$ cat config.mk
export PLATFORM = sky130hd
export DESIGN_NAME = aad_top
export DESIGN_NICKNAME = d
export VERILOG_FILES = /design/src/hw/aad_pkg.sv /design/src/hw/aad_timer.sv /design/src/hw/aad_top.sv
export VERILOG_INCLUDE_DIRS = /design/src /design/src/hw
export SDC_FILE = /design/constraint.sdc
export NUM_CORES = 1
export LEC_CHECK = 0
export BUFFER_PORTS_ARGS = -buffer_cell sky130_fd_sc_hd__buf_4
export CORE_MARGIN = 3
export CORE_UTILIZATION = 49
export CTS_CLUSTER_DIAMETER = 150
export DETAILED_ROUTE_END_ITERATION = 10
export GPL_TIMING_DRIVEN = 0
export PLACE_DENSITY = 0.67
export SLEW_MARGIN = 20
export SYNTH_ARGS = -nofsm -noshare
export SYNTH_HDL_FRONTEND = slang
export SYNTH_HIERARCHICAL = 1
export SYNTH_SLANG_ARGS = --single-unit
$ cat constraint.sdc
create_clock -name clk_sys -period 8.45 [get_ports clk_sys]
set_input_delay 0.4225 -clock clk_sys [delete_from_list [all_inputs] [get_ports clk_sys]]
set_output_delay 0.4225 -clock clk_sys [all_outputs]
set_load 0.005 [all_outputs]
$ cat src/hw/aad_consts.svh
// Named constants of the accessory attach detect block.
// Assumes a 50 MHz system clock; all times are in milliseconds.
`ifndef AAD_CONSTS_SVH
`define AAD_CONSTS_SVH

`define AAD_CLK_KHZ      50000
`define AAD_TMR_W        26
`define AAD_CHK_W        2
`define AAD_I2C_ADDR     7'h25
`define AAD_RW_READ      1'b1
`define AAD_BIT_LAST     3'h7
`define AAD_T_I2CRST_MS  30
`define AAD_T_SDP_MS     120
`define AAD_T_CHG_MS     160
`define AAD_T_CARKIT_MS  140
`define AAD_T_IDWIN_MS   50
`define AAD_ID_CHECKS    3
`define AAD_T_DCD_MS     600

`endif

$ cat src/hw/aad_pkg.sv
// Types shared by the attach detect top and its timer.
// Assumes aad_consts.svh is on the include path.
`include "aad_consts.svh"

package aad_pkg;

    typedef logic [`AAD_TMR_W-1:0] aad_cnt_t;

    typedef enum logic [2:0] {
        PT_NONE   = 3'b000,
        PT_SDP    = 3'b001,
        PT_CDP    = 3'b010,
        PT_DCP    = 3'b011,
        PT_CARKIT = 3'b100
    } aad_port_e;

    typedef enum logic [2:0] {
        A_IDLE   = 3'b000,
        A_VBUS   = 3'b001,
        A_ON     = 3'b010,
        A_IDWIN  = 3'b011,
        A_IDDONE = 3'b100
    } aad_att_e;

    typedef enum logic [2:0] {
        I_IDLE  = 3'b000,
        I_ADDR  = 3'b001,
        I_ACK   = 3'b010,
        I_WDATA = 3'b011,
        I_RDATA = 3'b100,
        I_RACK  = 3'b101
    } aad_i2c_e;

    typedef struct packed {
        logic scl;
        logic sda;
    } aad_i2c_pins_s;

    typedef struct packed {
        logic fet_close;
        logic usb_close;
    } aad_sw_s;

    typedef struct packed {
        aad_cnt_t count;
        logic     busy;
        logic     done;
    } aad_tmr_s;

    typedef struct packed {
        aad_att_e                att;
        aad_port_e               pt;
        aad_sw_s                 auto_sw;
        aad_sw_s                 sw_o;
        logic                    vbus_p;
        logic                    lowb_p;
        logic [`AAD_CHK_W-1:0]   checks;
        logic                    carkit;
        logic                    accessory;
        logic                    dcd_to;
        logic                    int_n;
        logic                    soft_rst;
        aad_i2c_e                ist;
        logic                    scl_p;
        logic                    sda_p;
        logic [7:0]              shreg;
        logic [2:0]              bitcnt;
        logic                    full;
        logic                    rw;
        logic [7:0]              tx;
        logic                    sda_o;
        logic                    sda_oe_n;
    } aad_state_s;

endpackage

$ cat src/hw/aad_timer.sv
// Restartable delay counter with a one-cycle done pulse.
// Assumes start and cancel are synchronous to clk_sys; cancel wins.
`include "aad_consts.svh"

module aad_timer (
    input  wire logic             clk_sys,
    input  wire logic             rst,
    input  wire logic             ce,
    input  wire logic             start,
    input  wire logic             cancel,
    input  wire aad_pkg::aad_cnt_t limit,
    output aad_pkg::aad_cnt_t     count,
    output logic                  busy,
    output logic                  done
);

    aad_pkg::aad_tmr_s t_r;
    aad_pkg::aad_tmr_s t_nxt;

    always_comb begin
        t_nxt      = t_r;
        t_nxt.done = 1'b0;
        if (cancel) begin
            t_nxt.busy = 1'b0;
        end else if (start) begin
            t_nxt.count = '0;
            t_nxt.busy  = 1'b1;
        end else if (t_r.busy) begin
            t_nxt.count = t_r.count + aad_pkg::aad_cnt_t'(1);
            if (t_nxt.count >= limit) begin
                t_nxt.busy = 1'b0;
                t_nxt.done = 1'b1;
            end
        end
    end

    always_ff @(posedge clk_sys) begin
        if (rst) begin
            t_r <= '0;
        end else if (ce) begin
            t_r <= t_nxt;
        end
    end

    assign count = t_r.count;
    assign busy  = t_r.busy;
    assign done  = t_r.done;

endmodule

$ cat src/hw/aad_top.sv
// Attach detect sequencing: bus power and ID pin timing, switch control,
// DCD timeout, ID resistor accessory flag and a minimal I2C address slave.
// Assumes analog detectors deliver clean levels synchronous to clk_sys.
`include "aad_consts.svh"

// Function
// - The device acknowledges I2C address 0100101 and the low bit picks read or write.
// - SDA and SCL both low for 30 ms or more reset the device.
// - A standard port closes the charger FET and USB switches 120 ms after bus power.
// - A charging or dedicated charging port closes the charger FET 160 ms after bus power.
// - A type-1 or type-2 car kit is recognised 140 ms after bus power.
// - An ID-only accessory without bus power pulls the interrupt low about 150 ms on.
// - ID detection uses a 50 ms window repeated over three consecutive checks.
// - The data contact wait ends after a 600 ms nominal timeout.
// - The attach timings hold in automatic mode, manual switch enable cleared.
// - Automatically, a dedicated charging port never gets the USB data switches.
// - Manual switch enable at 1 makes the switches follow the manual setting.
module aad_top #(
    parameter aad_pkg::aad_cnt_t           I2CRST_CYC = aad_pkg::aad_cnt_t'(
                                               `AAD_T_I2CRST_MS * `AAD_CLK_KHZ),
    parameter aad_pkg::aad_cnt_t           SDP_CYC    = aad_pkg::aad_cnt_t'(
                                               `AAD_T_SDP_MS * `AAD_CLK_KHZ),
    parameter aad_pkg::aad_cnt_t           CHG_CYC    = aad_pkg::aad_cnt_t'(
                                               `AAD_T_CHG_MS * `AAD_CLK_KHZ),
    parameter aad_pkg::aad_cnt_t           CARKIT_CYC = aad_pkg::aad_cnt_t'(
                                               `AAD_T_CARKIT_MS * `AAD_CLK_KHZ),
    parameter aad_pkg::aad_cnt_t           IDWIN_CYC  = aad_pkg::aad_cnt_t'(
                                               `AAD_T_IDWIN_MS * `AAD_CLK_KHZ),
    parameter aad_pkg::aad_cnt_t           DCD_CYC    = aad_pkg::aad_cnt_t'(
                                               `AAD_T_DCD_MS * `AAD_CLK_KHZ),
    parameter logic [`AAD_CHK_W-1:0]       ID_CHECKS  = `AAD_CHK_W'(`AAD_ID_CHECKS)
) (
    input  wire logic                   clk_sys,
    input  wire logic                   rst,
    input  wire logic                   ce,
    input  wire aad_pkg::aad_i2c_pins_s i2c_in,
    output logic                        sda_out,
    output logic                        sda_oe_n,
    input  wire logic                   bus_power_in,
    input  wire logic                   id_pin_float,
    input  wire logic                   id_match,
    input  wire aad_pkg::aad_port_e     port_type,
    input  wire logic                   data_contact,
    input  wire logic                   dcd_timeout_enable,
    input  wire logic                   manual_switch_enable,
    input  wire aad_pkg::aad_sw_s       manual_sw,
    input  wire logic                   interrupt_ack,
    output aad_pkg::aad_sw_s            sw_out,
    output logic                        carkit_detected,
    output logic                        accessory_attached,
    output logic                        dcd_timeout,
    output logic                        interrupt_out_n,
    output logic                        soft_reset
);

    if (ID_CHECKS == '0 || IDWIN_CYC == '0 || DCD_CYC == '0 || I2CRST_CYC == '0 ||
        SDP_CYC > CHG_CYC || CARKIT_CYC > CHG_CYC) begin : g_bad_param
        $error("aad_top: zero count or attach delay beyond the charger delay");
    end

    aad_pkg::aad_state_s r;
    aad_pkg::aad_state_s n;

    logic              srst;
    logic              vbus_rise;
    logic              both_low;
    logic              scl_rise;
    logic              scl_fall;
    logic              i2c_start;
    logic              i2c_stop;
    logic              m_start;
    logic              m_cancel;
    aad_pkg::aad_cnt_t m_limit;
    aad_pkg::aad_cnt_t m_cnt;
    logic              m_busy;
    logic              m_done;
    logic              d_start;
    logic              d_cancel;
    logic              d_done;
    logic              r_done;

    // Soft reset is a registered pulse, so it cannot glitch the timers
    assign srst      = rst | r.soft_rst;
    assign vbus_rise = bus_power_in & ~r.vbus_p;
    assign both_low  = ~i2c_in.scl & ~i2c_in.sda;
    assign scl_rise  = i2c_in.scl & ~r.scl_p;
    assign scl_fall  = ~i2c_in.scl & r.scl_p;
    assign i2c_start = i2c_in.scl & r.scl_p & r.sda_p & ~i2c_in.sda;
    assign i2c_stop  = i2c_in.scl & r.scl_p & ~r.sda_p & i2c_in.sda;

    function automatic aad_pkg::aad_cnt_t target_of(input aad_pkg::aad_port_e pt);
        case (pt)
            aad_pkg::PT_SDP:    target_of = SDP_CYC;
            aad_pkg::PT_CARKIT: target_of = CARKIT_CYC;
            default:            target_of = CHG_CYC;
        endcase
    endfunction

    always_comb begin
        n          = r;
        n.soft_rst = 1'b0;
        n.vbus_p   = bus_power_in;
        n.lowb_p   = both_low;
        n.scl_p    = i2c_in.scl;
        n.sda_p    = i2c_in.sda;
        n.sda_o    = 1'b0;
        m_start    = 1'b0;
        m_cancel   = 1'b0;
        m_limit    = (r.att == aad_pkg::A_IDWIN) ? IDWIN_CYC : CHG_CYC;
        d_start    = vbus_rise & dcd_timeout_enable;
        d_cancel   = data_contact | ~bus_power_in;
        if (r_done) begin
            n.soft_rst = 1'b1;
        end
        if (interrupt_ack) begin
            n.int_n = 1'b1;
        end
        case (r.att)
            aad_pkg::A_IDLE: begin
                if (vbus_rise) begin
                    n.att   = aad_pkg::A_VBUS;
                    m_start = 1'b1;
                    m_limit = CHG_CYC;
                end else if (!bus_power_in && !id_pin_float) begin
                    n.att    = aad_pkg::A_IDWIN;
                    n.checks = '0;
                    m_start  = 1'b1;
                    m_limit  = IDWIN_CYC;
                end
            end
            aad_pkg::A_VBUS: begin
                if (!bus_power_in) begin
                    n.att    = aad_pkg::A_IDLE;
                    m_cancel = 1'b1;
                end else if (port_type != aad_pkg::PT_NONE &&
                             m_cnt >= target_of(port_type)) begin
                    n.pt  = port_type;
                    n.att = aad_pkg::A_ON;
                    case (port_type)
                        aad_pkg::PT_SDP,
                        aad_pkg::PT_CDP: n.auto_sw = '{fet_close: 1'b1, usb_close: 1'b1};
                        aad_pkg::PT_DCP: n.auto_sw = '{fet_close: 1'b1, usb_close: 1'b0};
                        default: begin
                            n.auto_sw = '{fet_close: 1'b1, usb_close: 1'b0};
                            n.carkit  = 1'b1;
                        end
                    endcase
                end
            end
            aad_pkg::A_ON: begin
                if (!bus_power_in) begin
                    n.att = aad_pkg::A_IDLE;
                end
            end
            aad_pkg::A_IDWIN: begin
                if (vbus_rise) begin
                    n.att   = aad_pkg::A_VBUS;
                    m_start = 1'b1;
                    m_limit = CHG_CYC;
                end else if (id_pin_float) begin
                    n.att    = aad_pkg::A_IDLE;
                    m_cancel = 1'b1;
                end else if (m_done) begin
                    m_start = 1'b1;
                    if (!id_match) begin
                        n.checks = '0;
                    end else if (r.checks == ID_CHECKS - `AAD_CHK_W'(1)) begin
                        m_start     = 1'b0;
                        n.att       = aad_pkg::A_IDDONE;
                        n.accessory = 1'b1;
                        n.int_n     = 1'b0;
                    end else begin
                        n.checks = r.checks + `AAD_CHK_W'(1);
                    end
                end
            end
            aad_pkg::A_IDDONE: begin
                if (id_pin_float) begin
                    n.att       = aad_pkg::A_IDLE;
                    n.accessory = 1'b0;
                end
            end
            default: n.att = aad_pkg::A_IDLE;
        endcase
        if (!bus_power_in) begin
            n.auto_sw = '0;
            n.carkit  = 1'b0;
            n.dcd_to  = 1'b0;
            n.pt      = aad_pkg::PT_NONE;
        end else if (d_done) begin
            n.dcd_to = 1'b1;
        end
        n.sw_o = manual_switch_enable ? manual_sw : n.auto_sw;

        if (scl_rise && r.ist != aad_pkg::I_IDLE) begin
            n.shreg  = {r.shreg[6:0], i2c_in.sda};
            n.bitcnt = r.bitcnt + 3'h1;
            n.full   = (r.bitcnt == `AAD_BIT_LAST);
            if (r.ist == aad_pkg::I_RACK) begin
                n.ist = i2c_in.sda ? aad_pkg::I_IDLE : aad_pkg::I_ACK;
            end
        end
        if (scl_fall) begin
            case (r.ist)
                aad_pkg::I_ADDR: begin
                    if (r.full) begin
                        n.full = 1'b0;
                        if (r.shreg[7:1] == `AAD_I2C_ADDR) begin
                            n.rw       = r.shreg[0];
                            n.ist      = aad_pkg::I_ACK;
                            n.sda_oe_n = 1'b0;
                        end else begin
                            n.ist = aad_pkg::I_IDLE;
                        end
                    end
                end
                aad_pkg::I_WDATA: begin
                    if (r.full) begin
                        n.full     = 1'b0;
                        n.ist      = aad_pkg::I_ACK;
                        n.sda_oe_n = 1'b0;
                    end
                end
                aad_pkg::I_ACK: begin
                    n.sda_oe_n = 1'b1;
                    n.bitcnt   = '0;
                    n.full     = 1'b0;
                    if (r.rw == `AAD_RW_READ) begin
                        n.tx       = {r.accessory, r.carkit, r.dcd_to, r.sw_o.fet_close,
                                      r.sw_o.usb_close, r.vbus_p, ~r.int_n,
                                      r.att == aad_pkg::A_VBUS};
                        n.sda_oe_n = n.tx[7];
                        n.ist      = aad_pkg::I_RDATA;
                    end else begin
                        n.ist = aad_pkg::I_WDATA;
                    end
                end
                aad_pkg::I_RDATA: begin
                    if (r.full) begin
                        n.full     = 1'b0;
                        n.sda_oe_n = 1'b1;
                        n.ist      = aad_pkg::I_RACK;
                    end else begin
                        n.tx       = {r.tx[6:0], 1'b0};
                        n.sda_oe_n = r.tx[6];
                    end
                end
                default: ;
            endcase
        end
        // Start and stop override any byte in flight
        if (i2c_start) begin
            n.ist      = aad_pkg::I_ADDR;
            n.bitcnt   = '0;
            n.full     = 1'b0;
            n.sda_oe_n = 1'b1;
        end else if (i2c_stop) begin
            n.ist      = aad_pkg::I_IDLE;
            n.sda_oe_n = 1'b1;
        end
    end

    always_ff @(posedge clk_sys) begin
        if (srst) begin
            r          <= '0;
            r.int_n    <= 1'b1;
            r.sda_oe_n <= 1'b1;
        end else if (ce) begin
            r <= n;
        end
    end

    aad_timer u_main (.clk_sys(clk_sys), .rst(srst), .ce(ce), .start(m_start),
                      .cancel(m_cancel), .limit(m_limit), .count(m_cnt), .busy(m_busy),
                      .done(m_done));
    aad_timer u_dcd  (.clk_sys(clk_sys), .rst(srst), .ce(ce), .start(d_start),
                      .cancel(d_cancel), .limit(DCD_CYC), .count(), .busy(), .done(d_done));
    aad_timer u_i2c  (.clk_sys(clk_sys), .rst(srst), .ce(ce), .start(both_low & ~r.lowb_p),
                      .cancel(~both_low), .limit(I2CRST_CYC), .count(), .busy(),
                      .done(r_done));

    assign sda_out            = r.sda_o;
    assign sda_oe_n           = r.sda_oe_n;
    assign sw_out             = r.sw_o;
    assign carkit_detected    = r.carkit;
    assign accessory_attached = r.accessory;
    assign dcd_timeout        = r.dcd_to;
    assign interrupt_out_n    = r.int_n;
    assign soft_reset         = r.soft_rst;
endmodule

# Word level (Yosys, flattened, before mapping)
# Cells that the tools add are included.
[word_totals] reg_bits=127 input_bits=17 out_inout_bits=9 word_cells=250
[classes] n_addsub=5 magnitude_cmp=4 n_eq_ne=40 n_mux=116 bitwise=23 reduce_logical=31
[op_table] cell="$mux W28" n=3
[op_table] cell="$mux W27" n=3
[op_table] cell="$add A26 B1 Y26 const B" n=3
[op_table] cell="$mux W26" n=3
[op_table] cell="$mux W23" n=3
[op_table] cell="$mux W3" n=20
[op_table] cell="$ge A26 B26 Y1" n=2
[op_table] cell="$pmux W26 S2" n=1
[op_table] cell="$mux W1" n=51
[op_table] cell="$pmux W22 S2" n=1
[op_table] cell="$mux W2" n=16
[op_table] cell="$ge A26 B21 Y1 const B" n=1
[op_table] cell="$ge A26 B25 Y1 const B" n=1
[op_table] cell="$mux W8" n=3
[op_table] cell="$reduce_and A8 Y1" n=3
[op_table] cell="$ne A2 B2 Y1 const B" n=10
[op_table] cell="$eq A3 B2 Y1 const B" n=6
[op_table] cell="$ne A4 B4 Y1 const B" n=4
[op_table] cell="$pmux W8 S2" n=1
[op_table] cell="$eq A3 B3 Y1 const B" n=5
[op_table] cell="$pmux W3 S5" n=1
[op_table] cell="$mux W13" n=1
[op_table] cell="$pmux W3 S4" n=1
[op_table] cell="$reduce_bool A2 Y1" n=6
[op_table] cell="28 further kinds" n=70

# Longest topological paths before layout
# Gate-level depths: netlist of the first run.
[depth] ltp_word=10 mapped_depth=13

# Cells and area by module
# The synthesis of the first run kept the hierarchy.
[by_module_without_submodules] mod="aad_timer" instances=3 cells_per_inst=292 area_each_um2=2277.2
[by_module_without_submodules] mod="aad_top" instances=1 cells_per_inst=342 area_each_um2=2702.6

# Worst setup path after synthesis of the first run
# No wires, ideal clock.
[synth_timing] path_type="reg2reg" from="register r[46] (netlist bit)" to="register u_main.t_r, in the netlist u_main/done" setup_ns=0.139 arrival_ns=2.763 required_time_ns=8.311 path_slack_ns=5.548 path_stages_with_launch=12 period_less_slack_ns=2.902 path_cell_list="dfxtp_1 or3_1 or3_4 and2_1 inv_1 inv_1 ha_1 a211oi_1 nor2_1 or4_1 a31oi_1 o32ai_1"
[synth_via] elab_chain_len=10 word_cells_on_any_way=15 classes_between="order compare (1); eq/ne (2); mux (11); reduce/logical (1)"
[synth_lines] item="start, declared" line_no="aad_top.sv:61" text="aad_pkg::aad_state_s r;"
[synth_lines] item="start signal, assigned" line_no="aad_top.sv:269" text="r <= n;"
[synth_lines] item="$eq A3 B2 Y1" line_no="aad_top.sv:109, aad_top.sv:118"
[synth_lines] item="$mux W23" line_no="aad_top.sv:109" text="m_limit = (r.att == aad_pkg::A_IDWIN) ? IDWIN_CYC : CHG_CYC;"
[synth_lines] item="$mux W23" line_no="aad_top.sv:124" text="end else if (!bus_power_in && !id_pin_float) begin"
[synth_lines] item="$mux W26" line_no="aad_top.sv:120" text="if (vbus_rise) begin"
[synth_lines] item="$pmux W26 S2 *" line_no="aad_top.sv:118" text="case (r.att)"
[synth_lines] item="named net m_limit[12]" line_no="aad_top.sv:73" text="aad_pkg::aad_cnt_t m_limit;"
[synth_lines] item="$ge A26 B26 Y1 *" line_no="aad_timer.sv:30" text="if (t_nxt.count >= limit) begin"
[synth_lines] item="$mux W2 *" line_no="aad_timer.sv:30"
[synth_lines] item="$mux W28 *" line_no="aad_timer.sv:28" text="end else if (t_r.busy) begin"
[synth_lines] item="$mux W1 *" line_no="aad_timer.sv:25" text="end else if (start) begin"
[synth_lines] item="$mux W1 *" line_no="aad_timer.sv:23" text="if (cancel) begin"
[synth_lines] item="end signal, assigned" line_no="aad_timer.sv:41" text="t_r <= t_nxt;"
[synth_lines] item="end, declared" line_no="aad_timer.sv:17" text="aad_pkg::aad_tmr_s t_r;"
# Mark *: on every way through the listed nets, which the timed path passes. The rest lies on a longest branch. The select of a mux whose other input is x is not followed.
# A chain may end at the register's enable or synchronous reset.

# Worst setup path after layout of the first run
[layout_timing] from="register u_main.t_r, in the netlist u_main/count[0]" to="register u_main.t_r, in the netlist u_main/busy"
[layout_via] elab_chain_len=6
[layout_lines] item="$add A26 B1 Y26" line_no="aad_timer.sv:29" text="t_nxt.count = t_r.count + aad_pkg::aad_cnt_t'(1);"
[layout_lines] item="$ge A26 B26 Y1" line_no="aad_timer.sv:30"
[layout_lines] item="$mux W2" line_no="aad_timer.sv:30"
[layout_lines] item="$mux W28" line_no="aad_timer.sv:28"
[layout_lines] item="$mux W27" line_no="aad_timer.sv:25"
[layout_lines] item="$mux W1" line_no="aad_timer.sv:23"
# Every way passes these cells. The select of a mux whose other input is x is not followed.

==> results.toml, run 1 <==
[synth]
synthXorXnorAreaFrac_pct = 7.13
synth_compound_gate_area_share_pct = 20.1
synthMuxAreaShare_pct = 1.80
synth_fa_ha_area_share_pct = 12.6
synth_top_cell_by_area = "dfxtp_1"
synthSimpleGateAreaFrac_pct = 25.8
synth-edff-count = 0
synth_top_area_share_pct = 26.5
synth-seq-cells = 126
synth_warnings = 6
async_reset_ff_share_pct = 0
avgSynthCellArea_um2 = 7.83
synth_top_family_by_area = "simple AND/OR/NAND/NOR gates"
syn-instance-count = 1218
synth_seq_area_share_pct = 26.5
ys_types = 78
netlist_area_um2 = 9530
synthFlopType = "dfxtp_1"
synth_area_leaders = "dfxtp_1 26%, ha_1 13%, a21oi_1 5.2%"

[place]
hpwl_mm = 16.0
place.gp.congestion = 0.877
port_buffers = 23

[layout]
fin_util_pct = 57.5
drive_gt1_share_pct = 8.51
fin_nets = 1439
diodes = 0
most-common-layout-cells = "126 x dfxtp_1, 110 x nor2_1, 99 x a21oi_1, 97 x inv_1, 96 x ha_1"
layout_commonest_cell = "dfxtp_1"
area_growth_pct = 13.9

[global_route]
grt_overflow_total = 0
grt_pass1_wl_mm = 36.9
grt_pass1_vias = 7804
track_usage_pct = 20.5
antenna_found_initial = 0
grt_max_degree = 17

[hold_path]
min_to = "u_main/done"
hold_class = "input pin to flip-flop"
min_path_cells = 2
worstHoldStart = "ce"

[route]
route.detailed.drc = 0
firstDrtPassIters = 5
met3_length_um = 737
ant_nets = 0
totalWireLength_mm = 21.5
viasPerCell = 5.43
wl_per_cell_um = 13.5
drtIter0Drc = 559
wirelength_met1_mm = 10.5
wl_met2_mm = 9.94
highest_layer = "met4"
vias = 8682

[clock_tree]
clkLatencyLatePin_ps = 420
cts_setup_buffers = 0
clkTransAtPathRegs_ps = 60
cts_made_buffers = 17
cts.sinks = 126
hold_buffers = 0
cts_tree = "yes"
cts_resized = 0
cts-htree-levels = 4
clock_path_buffers = 2
cts_root_buf = "clkbuf_16"

[floorplanning]
die_x_um = 145
ios = 26
dieHeight_um = 145
rows = 50
die_area_um2 = 21200
core_area_um2 = 18900
initial_core_util_pct = 50.5

[sta]
timing.final.crit_share_pct = 41.2
setup-tns-final_ps = 0
finClkSkew_ps = 8.10
final_max_slew_viol_count = 0
slew_headroom_pct = 45.2
hold_viol_final = 0
setup_violations = 0
max_freq_ghz = 0.287
min_period_ps = 3490
tightestPinTransition_ps = 822
rsz0062_at_grt = "no"

[setup_path]
r2r_cells = 13
path_class = "flip-flop to flip-flop"
rrSetupSlack_ps = 4960
worstReg2RegEnd = "u_main/busy"
crit_fanout = 8
end_kind = "flip-flop"
worstPathArrival_ps = 3800
crit_required_ps = 8760
cp-start-kind = "flip-flop"
r2r_start = "u_main/count[0]"

[power]
p_int_w = 0.00109
p_per_area_nw_per_um2 = 134
clockPowerShare_pct = 49.4
p_leak_nw = 4.82
ir_drop_uv = 127
power.switching_w = 0.000361
sequentialPowerShare_pct = 41.6
p_sw_share_pct = 24.8
comb_power_share_pct = 9.0

[run]
maxCapViolCount = 0

[run_status]
status = "finished clean"
power groups by stage:
stage / clock network (W) / logic [W] / registers, W
6_report: 0.000719 / 0.000130 / 0.000606
5_1_grt: 0.000762 / 0.000150 / 0.000607
4_1_cts: 0.000737 / 0.000129 / 0.000606
3_5_place_dp: 0 / 0.000127 / 0.000618
3_3_place_gp: 0 / 0.000126 / 0.000618
2_1_floorplan: 0 / 0.0000935 / 0.000617
cells by family after synthesis:
family	after synthesis
AO/OA/AOI/OAI	309
XOR/XNOR	75
adder cells (fa/ha/maj)	96
buffers and inverters	148
flip-flops	126
multiplexers	17
other	2
AND/OR/NAND/NOR	445
per-stage QoR:
stage | area [um^2] | setup slack, ps | hold slack (ps) | total power (W) | instances
2_1_floorplan | 9780 | 5550 | 436 | 0.000710 | 1284
3_3_place_gp | 10300 | 5030 | 450 | 0.000744 | 1567
3_5_place_dp | 10300 | 5010 | 464 | 0.000746 | 1567
4_1_cts | 10900 | 5000 | 289 | 0.00147 | 1599
5_1_grt | 10900 | 4780 | 293 | 0.00152 | 1599
6_report | 10900 | 4960 | 308 | 0.00146 | 1599
critical path, stage by stage (launching register included):
cell      delay, ps
dfxtp_1         530
ha_1            330
nand2_1         160
nor3_4          350
nand2_2         140
nor2_1          150
xor2_1          100
ha_1            290
nand4_1         160
nor4_1          520
a22oi_1         140
o211ai_1        160
a31oi_1         140
a21o_1          220
how the worst max path moves through the flow:
| stage | from | endpoint | slack [ps] | depth (start not counted) |
|---|---|---|---|---|
| 3_5_place_dp | r[46] | u_main/done | 5010 | 11 |
| 6_report | u_main/count[0] | u_main/busy | 4960 | 13 |
| 3_3_place_gp | r[46] | u_main/done | 5030 | 11 |
| 2_1_floorplan | r[46] | u_main/done | 5550 | 11 |
| 5_1_grt | u_main/count[0] | u_main/busy | 4780 | 13 |
| 4_1_cts | r[46] | u_main/done | 5000 | 11 |
cells in the mapped netlist (4+ instances only):
| cell | n |
|---|---|
| clkbuf_1 | 37 |
| a211oi_1 | 7 |
| o21ai_0 | 86 |
| buf_2 | 9 |
| a22oi_1 | 18 |
| nor3b_1 | 6 |
| nand2b_1 | 17 |
| a21o_1 | 7 |
| and3_1 | 18 |
| nor4_1 | 13 |
| inv_1 | 97 |
| nor2_1 | 110 |
| nor3_1 | 31 |
| and2_1 | 12 |
| or3_1 | 8 |
| nor3_4 | 6 |
| o211ai_1 | 4 |
| o21ai_1 | 4 |
| a21oi_1 | 99 |
| xnor2_1 | 41 |
| nand3_4 | 6 |
| and3b_1 | 8 |
| a31oi_1 | 17 |
| xor2_1 | 31 |
| and3_2 | 6 |
| nand2_1 | 88 |
| a22o_1 | 9 |
| nand4_1 | 26 |
| nand3_1 | 42 |
| nand2_2 | 4 |
| o21a_1 | 4 |
| dfxtp_1 | 126 |
| a311oi_1 | 8 |
| o31ai_1 | 14 |
| nor2b_1 | 12 |
| nand3b_1 | 4 |
| ha_1 | 96 |
| mux2i_1 | 16 |
routing by layer:
layer / up-vias / global-route usage, %
li1: 4520 / -
met2: 145 / 33.5
met5: - / 0
met4: 0 / 5.56
met1: 3990 / 28.0
met3: 27 / 3.61
flip-flops by register name (all words and copies together) (netlist names):
register / flops
r: 34
u_main/count: 26
u_i2c/done: 1
u_dcd/done: 1
u_dcd/count: 26
u_i2c/busy: 1
accessory_attached: 1
u_main/busy: 1
dcd_timeout: 1
sda_oe_n: 1
u_i2c/count: 26
u_main/done: 1
u_dcd/busy: 1
carkit_detected: 1
sw_out: 2
soft_reset: 1
interrupt_out_n: 1
final cells by class:
type	count	area (um^2)
Inverter	98	368
Timing Repair Buffer	23	173
Multi-Input combinational cell	1010	6680
Clock buffer	22	464
Tap cell	260	325
Sequential cell	126	2520
Fill cell	1804	8040
Clock inverter	10	113
Buffer	50	210
Note: power is estimated with default switching activity, not from simulation.
==> run 2, diff against run 1 <==
- PLACE_DENSITY: 0.67 -> 0.7
- clock period: 8.45 -> 3.1 ns (I/O delays scaled with it)
==> results.toml, run 2 (same netlist as run 1, synthesis figures left out) <==
[run_status]
status = "finished clean"

[setup_path]
slowest_delay_ps = 500
crit_fanout = 8
cp-start-kind = "flip-flop"
end_kind = "flip-flop"
worstPathArrival_ps = 3310
path_class = "flip-flop to flip-flop"
crit_chain = "or3_1 -> or3_4 -> and2_4 -> inv_4 -> inv_1 -> ha_1 -> a211oi_2 -> nor2_1 -> or4_4 -> a31oi_4 -> o32ai_1"
crit_required_ps = 3390
slowest_stage = "or4_4"

[sta]
tightestPinTransition_ps = 813
setup_ws_ps = 80.7
slew_headroom_pct = 45.8
setup-tns-final_ps = 0
finClkSkew_ps = 9.58
rsz0062_at_grt = "yes"
min_period_ps = 3020
setup_violations = 0
final_max_slew_viol_count = 0
timing.final.crit_share_pct = 97.4
hold_ws_ps = 31.6
hold_viol_final = 0
max_freq_ghz = 0.331

[route]
drtIter0Drc = 509
route.detailed.drc = 0
ant_nets = 0
viasPerCell = 5.47
firstDrtPassIters = 5
wl_per_cell_um = 13.9
totalWireLength_mm = 22.4
vias = 8831

[power]
p_per_area_nw_per_um2 = 354
p_leak_nw = 4.99
ir_drop_uv = 359
p_total_w = 0.00397

[clock_tree]
cts_made_buffers = 17
clkLatencyLatePin_ps = 420
clock_path_buffers = 2
cts_root_buf = "clkbuf_16"
cts.sinks = 126
cts-htree-levels = 4
cts_tree = "yes"
clkTransAtPathRegs_ps = 60

[global_route]
grt_pass1_vias = 8311
antenna_found_initial = 0
track_usage_pct = 21.3
grt_max_degree = 17
grt_pass1_wl_mm = 38.5
grt_overflow_total = 0

[place]
hpwl_mm = 16.3
placed_cells_incl_taps = 1567
dp_slack_ps = -298
port_buffers = 23
place.gp.congestion = 0.848

[layout]
seq_area_um2 = 2560
largest_reg_flops = 34
fillers = 1717
fin_nets = 1454
multi_input_area_um2 = 6860
layout_commonest_cell = "nor2_1"
diodes = 0
regMostFlops = "r"
stdcell_count = 1614
most-common-layout-cells = "109 x nor2_1, 101 x dfxtp_1, 99 x a21oi_1, 96 x inv_1, 93 x ha_1"
drive_gt1_share_pct = 13.8
area_growth_pct = 17.4

[run]
maxCapViolCount = 0

[hold_path]
hold_class = "input pin to flip-flop"

[floorplanning]
dieHeight_um = 145
die_x_um = 145
rows = 50
initial_core_util_pct = 50.5
die_area_um2 = 21200
core_area_um2 = 18900
ios = 26
==> run 2: cell types whose count changed in the layout (fill, tap and decap cells not counted), sizes merged <==
| cell | change |
|---|---|
| buf | +17 |
| clkinvlp | -1 |
| clkbuf | -2 |
| clkinv | +1 |
==> run 2: power by group <==
part | internal [W] | total (W) | leakage (nW) | switching, W
registers | 0.00163 | 0.00165 | 1.03 | 0.0000185
clock network | 0.00120 | 0.00195 | 0.278 | 0.000749
logic | 0.000130 | 0.000365 | 3.68 | 0.000235
total | 0.00296 | 0.00397 | 4.99 | 0.00100
==> run 2: repair_timing <==
item | 4_1_cts | 5_1_grt
buffers inserted | 1 | 16
pin swaps | 3 | 12
hold buffers | 0 | 0
setup endpoints to repair | 6 | 13
resized for setup | 20 | 51
==> run 2: critical path: cells and delay by family, from the launching register on <==
family          cells  cell delay (ps)
buf+inv             2              130
simple gates        5             1540
compound gates      3              550
flops               1              360
fa+ha+maj           1              320
==> run 2: cell type report <==
class	count	area share [%]
buffer	48	1.82
sequential	126	22.9
clock inverter	10	1.02
tap	260	2.91
timing repair buffer	40	2.68
clock buffer	22	4.06
multi-input combinational	1010	61.3
inverter	98	3.31
==> run 2: worst paths after layout <==
path,from,endpoint,slack [ps],cells past startpoint
worst max register to register,r[46],u_main/done,80,11
worst max-delay path,r[46],u_main/done,80,11
worst min-delay path,ce,u_main/done,30,2
worst min register to register,r[34],r[34],460,2
==> run 2: metrics by stage <==
stage	utilization [%]	area (um^2)
4_1_cts	57.9	10900
3_3_place_gp	54.4	10300
6_report	59.2	11200
3_5_place_dp	54.4	10300
5_1_grt	59.2	11200
2_1_floorplan	-	9780
==> run 2: layer usage <==
metal  global-route usage (%)  routed length, um
met1                     27.5              10500
met2                     35.5              10600
met3                     4.61                958
met4                     6.74                340
met5                        0                  0
==> run 3, diff against run 2 <==
- CELL_PAD_IN_SITES_DETAIL_PLACEMENT: default -> 1
- CELL_PAD_IN_SITES_GLOBAL_PLACEMENT: default -> 1
- CORE_UTILIZATION: 49 -> 48
- PLACE_DENSITY: 0.7 -> 0.83
- SLEW_MARGIN: 20 -> default
- clock period: 3.1 -> 3.2 ns (I/O delays scaled with it)
==> results.toml, run 3 (same netlist as run 1, synthesis figures left out) <==
[power]
ir_drop_uv = 342
clockPowerShare_pct = 52.5
p_leak_nw = 5.06
comb_power_share_pct = 9.0
p_sw_share_pct = 24.5
sequentialPowerShare_pct = 38.5
p_int_w = 0.00314
p_per_area_nw_per_um2 = 367
power.switching_w = 0.00102
p_total_w = 0.00416

[clock_tree]
clkLatencyLatePin_ps = 430
cts_tree = "yes"
clkTransAtPathRegs_ps = 60
hold_buffers = 0
clock_path_buffers = 2
cts.sinks = 126
cts-htree-levels = 4
cts_root_buf = "clkbuf_16"
cts_made_buffers = 17

[sta]
setup_violations = 0
min_period_ps = 3100
slew_headroom_pct = 41.8
hold_viol_final = 0
setup_ws_ps = 99.3
finClkSkew_ps = 11.9
max_freq_ghz = 0.323
hold_ws_ps = 43.3
final_max_slew_viol_count = 0
tightestPinTransition_ps = 865
timing.final.crit_share_pct = 96.9

[setup_path]
crit_fanout = 8
r2r_start = "r[46]"
worstReg2RegEnd = "u_main/done"
crit_required_ps = 3490
worstPathArrival_ps = 3400
rrSetupSlack_ps = 100
r2r_cells = 11
cp-start-kind = "flip-flop"
path_class = "flip-flop to flip-flop"
end_kind = "flip-flop"

[route]
drtIter0Drc = 487
firstDrtPassIters = 5
ant_nets = 0
viasPerCell = 5.80
totalWireLength_mm = 28.7
route.detailed.drc = 0
vias = 9399
wl_per_cell_um = 17.7

[global_route]
grt_max_degree = 17
grt_pass1_wl_mm = 46.0
grt_overflow_total = 0
track_usage_pct = 25.5
antenna_found_initial = 0
grt_pass1_vias = 9492

[place]
dp_slack_ps = -335
dpl_cell_area_um2 = 10300
place.gp.congestion = 0.843
port_buffers = 23
hpwl_mm = 19.2

[layout]
fin_nets = 1459
most-common-layout-cells = "109 x nor2_1, 101 x dfxtp_1, 99 x a21oi_1, 96 x inv_1, 93 x ha_1"
largest_reg_flops = 34
fin_util_pct = 59.3
final_area_um2 = 11300
layout_commonest_cell = "nor2_1"
area_growth_pct = 18.8
regMostFlops = "r"
drive_gt1_share_pct = 14.1

[floorplanning]
initial_core_util_pct = 50.0
core_area_um2 = 19100
rows = 50
ios = 26
die_area_um2 = 21600
dieHeight_um = 147
die_x_um = 147

[run]
maxCapViolCount = 0

[hold_path]
min_to = "r[15]"
hold_class = "input pin to flip-flop"
min_path_cells = 3
worstHoldStart = "i2c_in[0]"

[run_status]
status = "finished clean"
[run 3: metrics by stage]
stage / setup TNS, ps / cells
after CTS: 0 / 1604
after global routing: -359 / 1619
final: 0 / 1620
after detailed placement: -1050 / 1567
after floorplan: 0 / 1284
after global placement: -587 / 1567
[run 3: what timing repair did]
action / in CTS / in global routing
resized for setup: 20 / 48
endpoints found under the setup margin: 6 / 10
pin swaps: 6 / 11
buffers inserted: 5 / 17
endpoints found under the hold margin: 0 / 0
[run 3: critical path, stage by stage (launching register included)]
cell     delay (ps)
dfxtp_1         380
or3_1           420
or3_4           360
and2_4          210
inv_4            90
inv_1            50
ha_1            320
a21oi_1         160
a21oi_1          90
or4_1           560
a31oi_4         220
o32ai_1         110
[run 3: worst max-delay path by stage]
stage	endpoint	depth (start not counted)	start	slack, ps
2_1_floorplan	u_main/done	11	r[46]	300
3_3_place_gp	u_main/busy	13	u_main/count[0]	-260
3_5_place_dp	u_main/busy	13	u_main/count[0]	-330
4_1_cts	u_dcd/busy	13	u_dcd/count[5]	10
5_1_grt	u_main/busy	12	u_main/count[18]	-80
6_report	u_main/done	11	r[46]	100
[run 3: final cells by class]
| type | instances | area (um^2) |
|---|---|---|
| Fill cell | 2372 | 7760 |
| Sequential cell | 126 | 2560 |
| Multi-Input combinational cell | 1010 | 6860 |
| Tap cell | 260 | 325 |
| Antenna cell | 1 | 2.50 |
| Buffer | 48 | 204 |
| Clock inverter | 8 | 150 |
| Clock buffer | 24 | 512 |
| Timing Repair Buffer | 45 | 338 |
| Inverter | 98 | 370 |
[run 3: metal layers]
metal,global-route usage [%],up-vias,part of all wire (%)
li1,-,4552,-
met1,32.2,4582,44
met2,44.5,207,50
met3,3.67,58,4.0
met4,8.71,0,2.5
met5,0,-,0
[run 3: power groups by stage]
stage	combinational [W]	sequential [W]	clock [W]
CTS	0.000360	0.00160	0.00220
detailed placement	0.000349	0.00163	0
finish	0.000375	0.00160	0.00219
floorplan	0.000247	0.00163	0
global placement	0.000338	0.00163	0
global route	0.000426	0.00160	0.00227
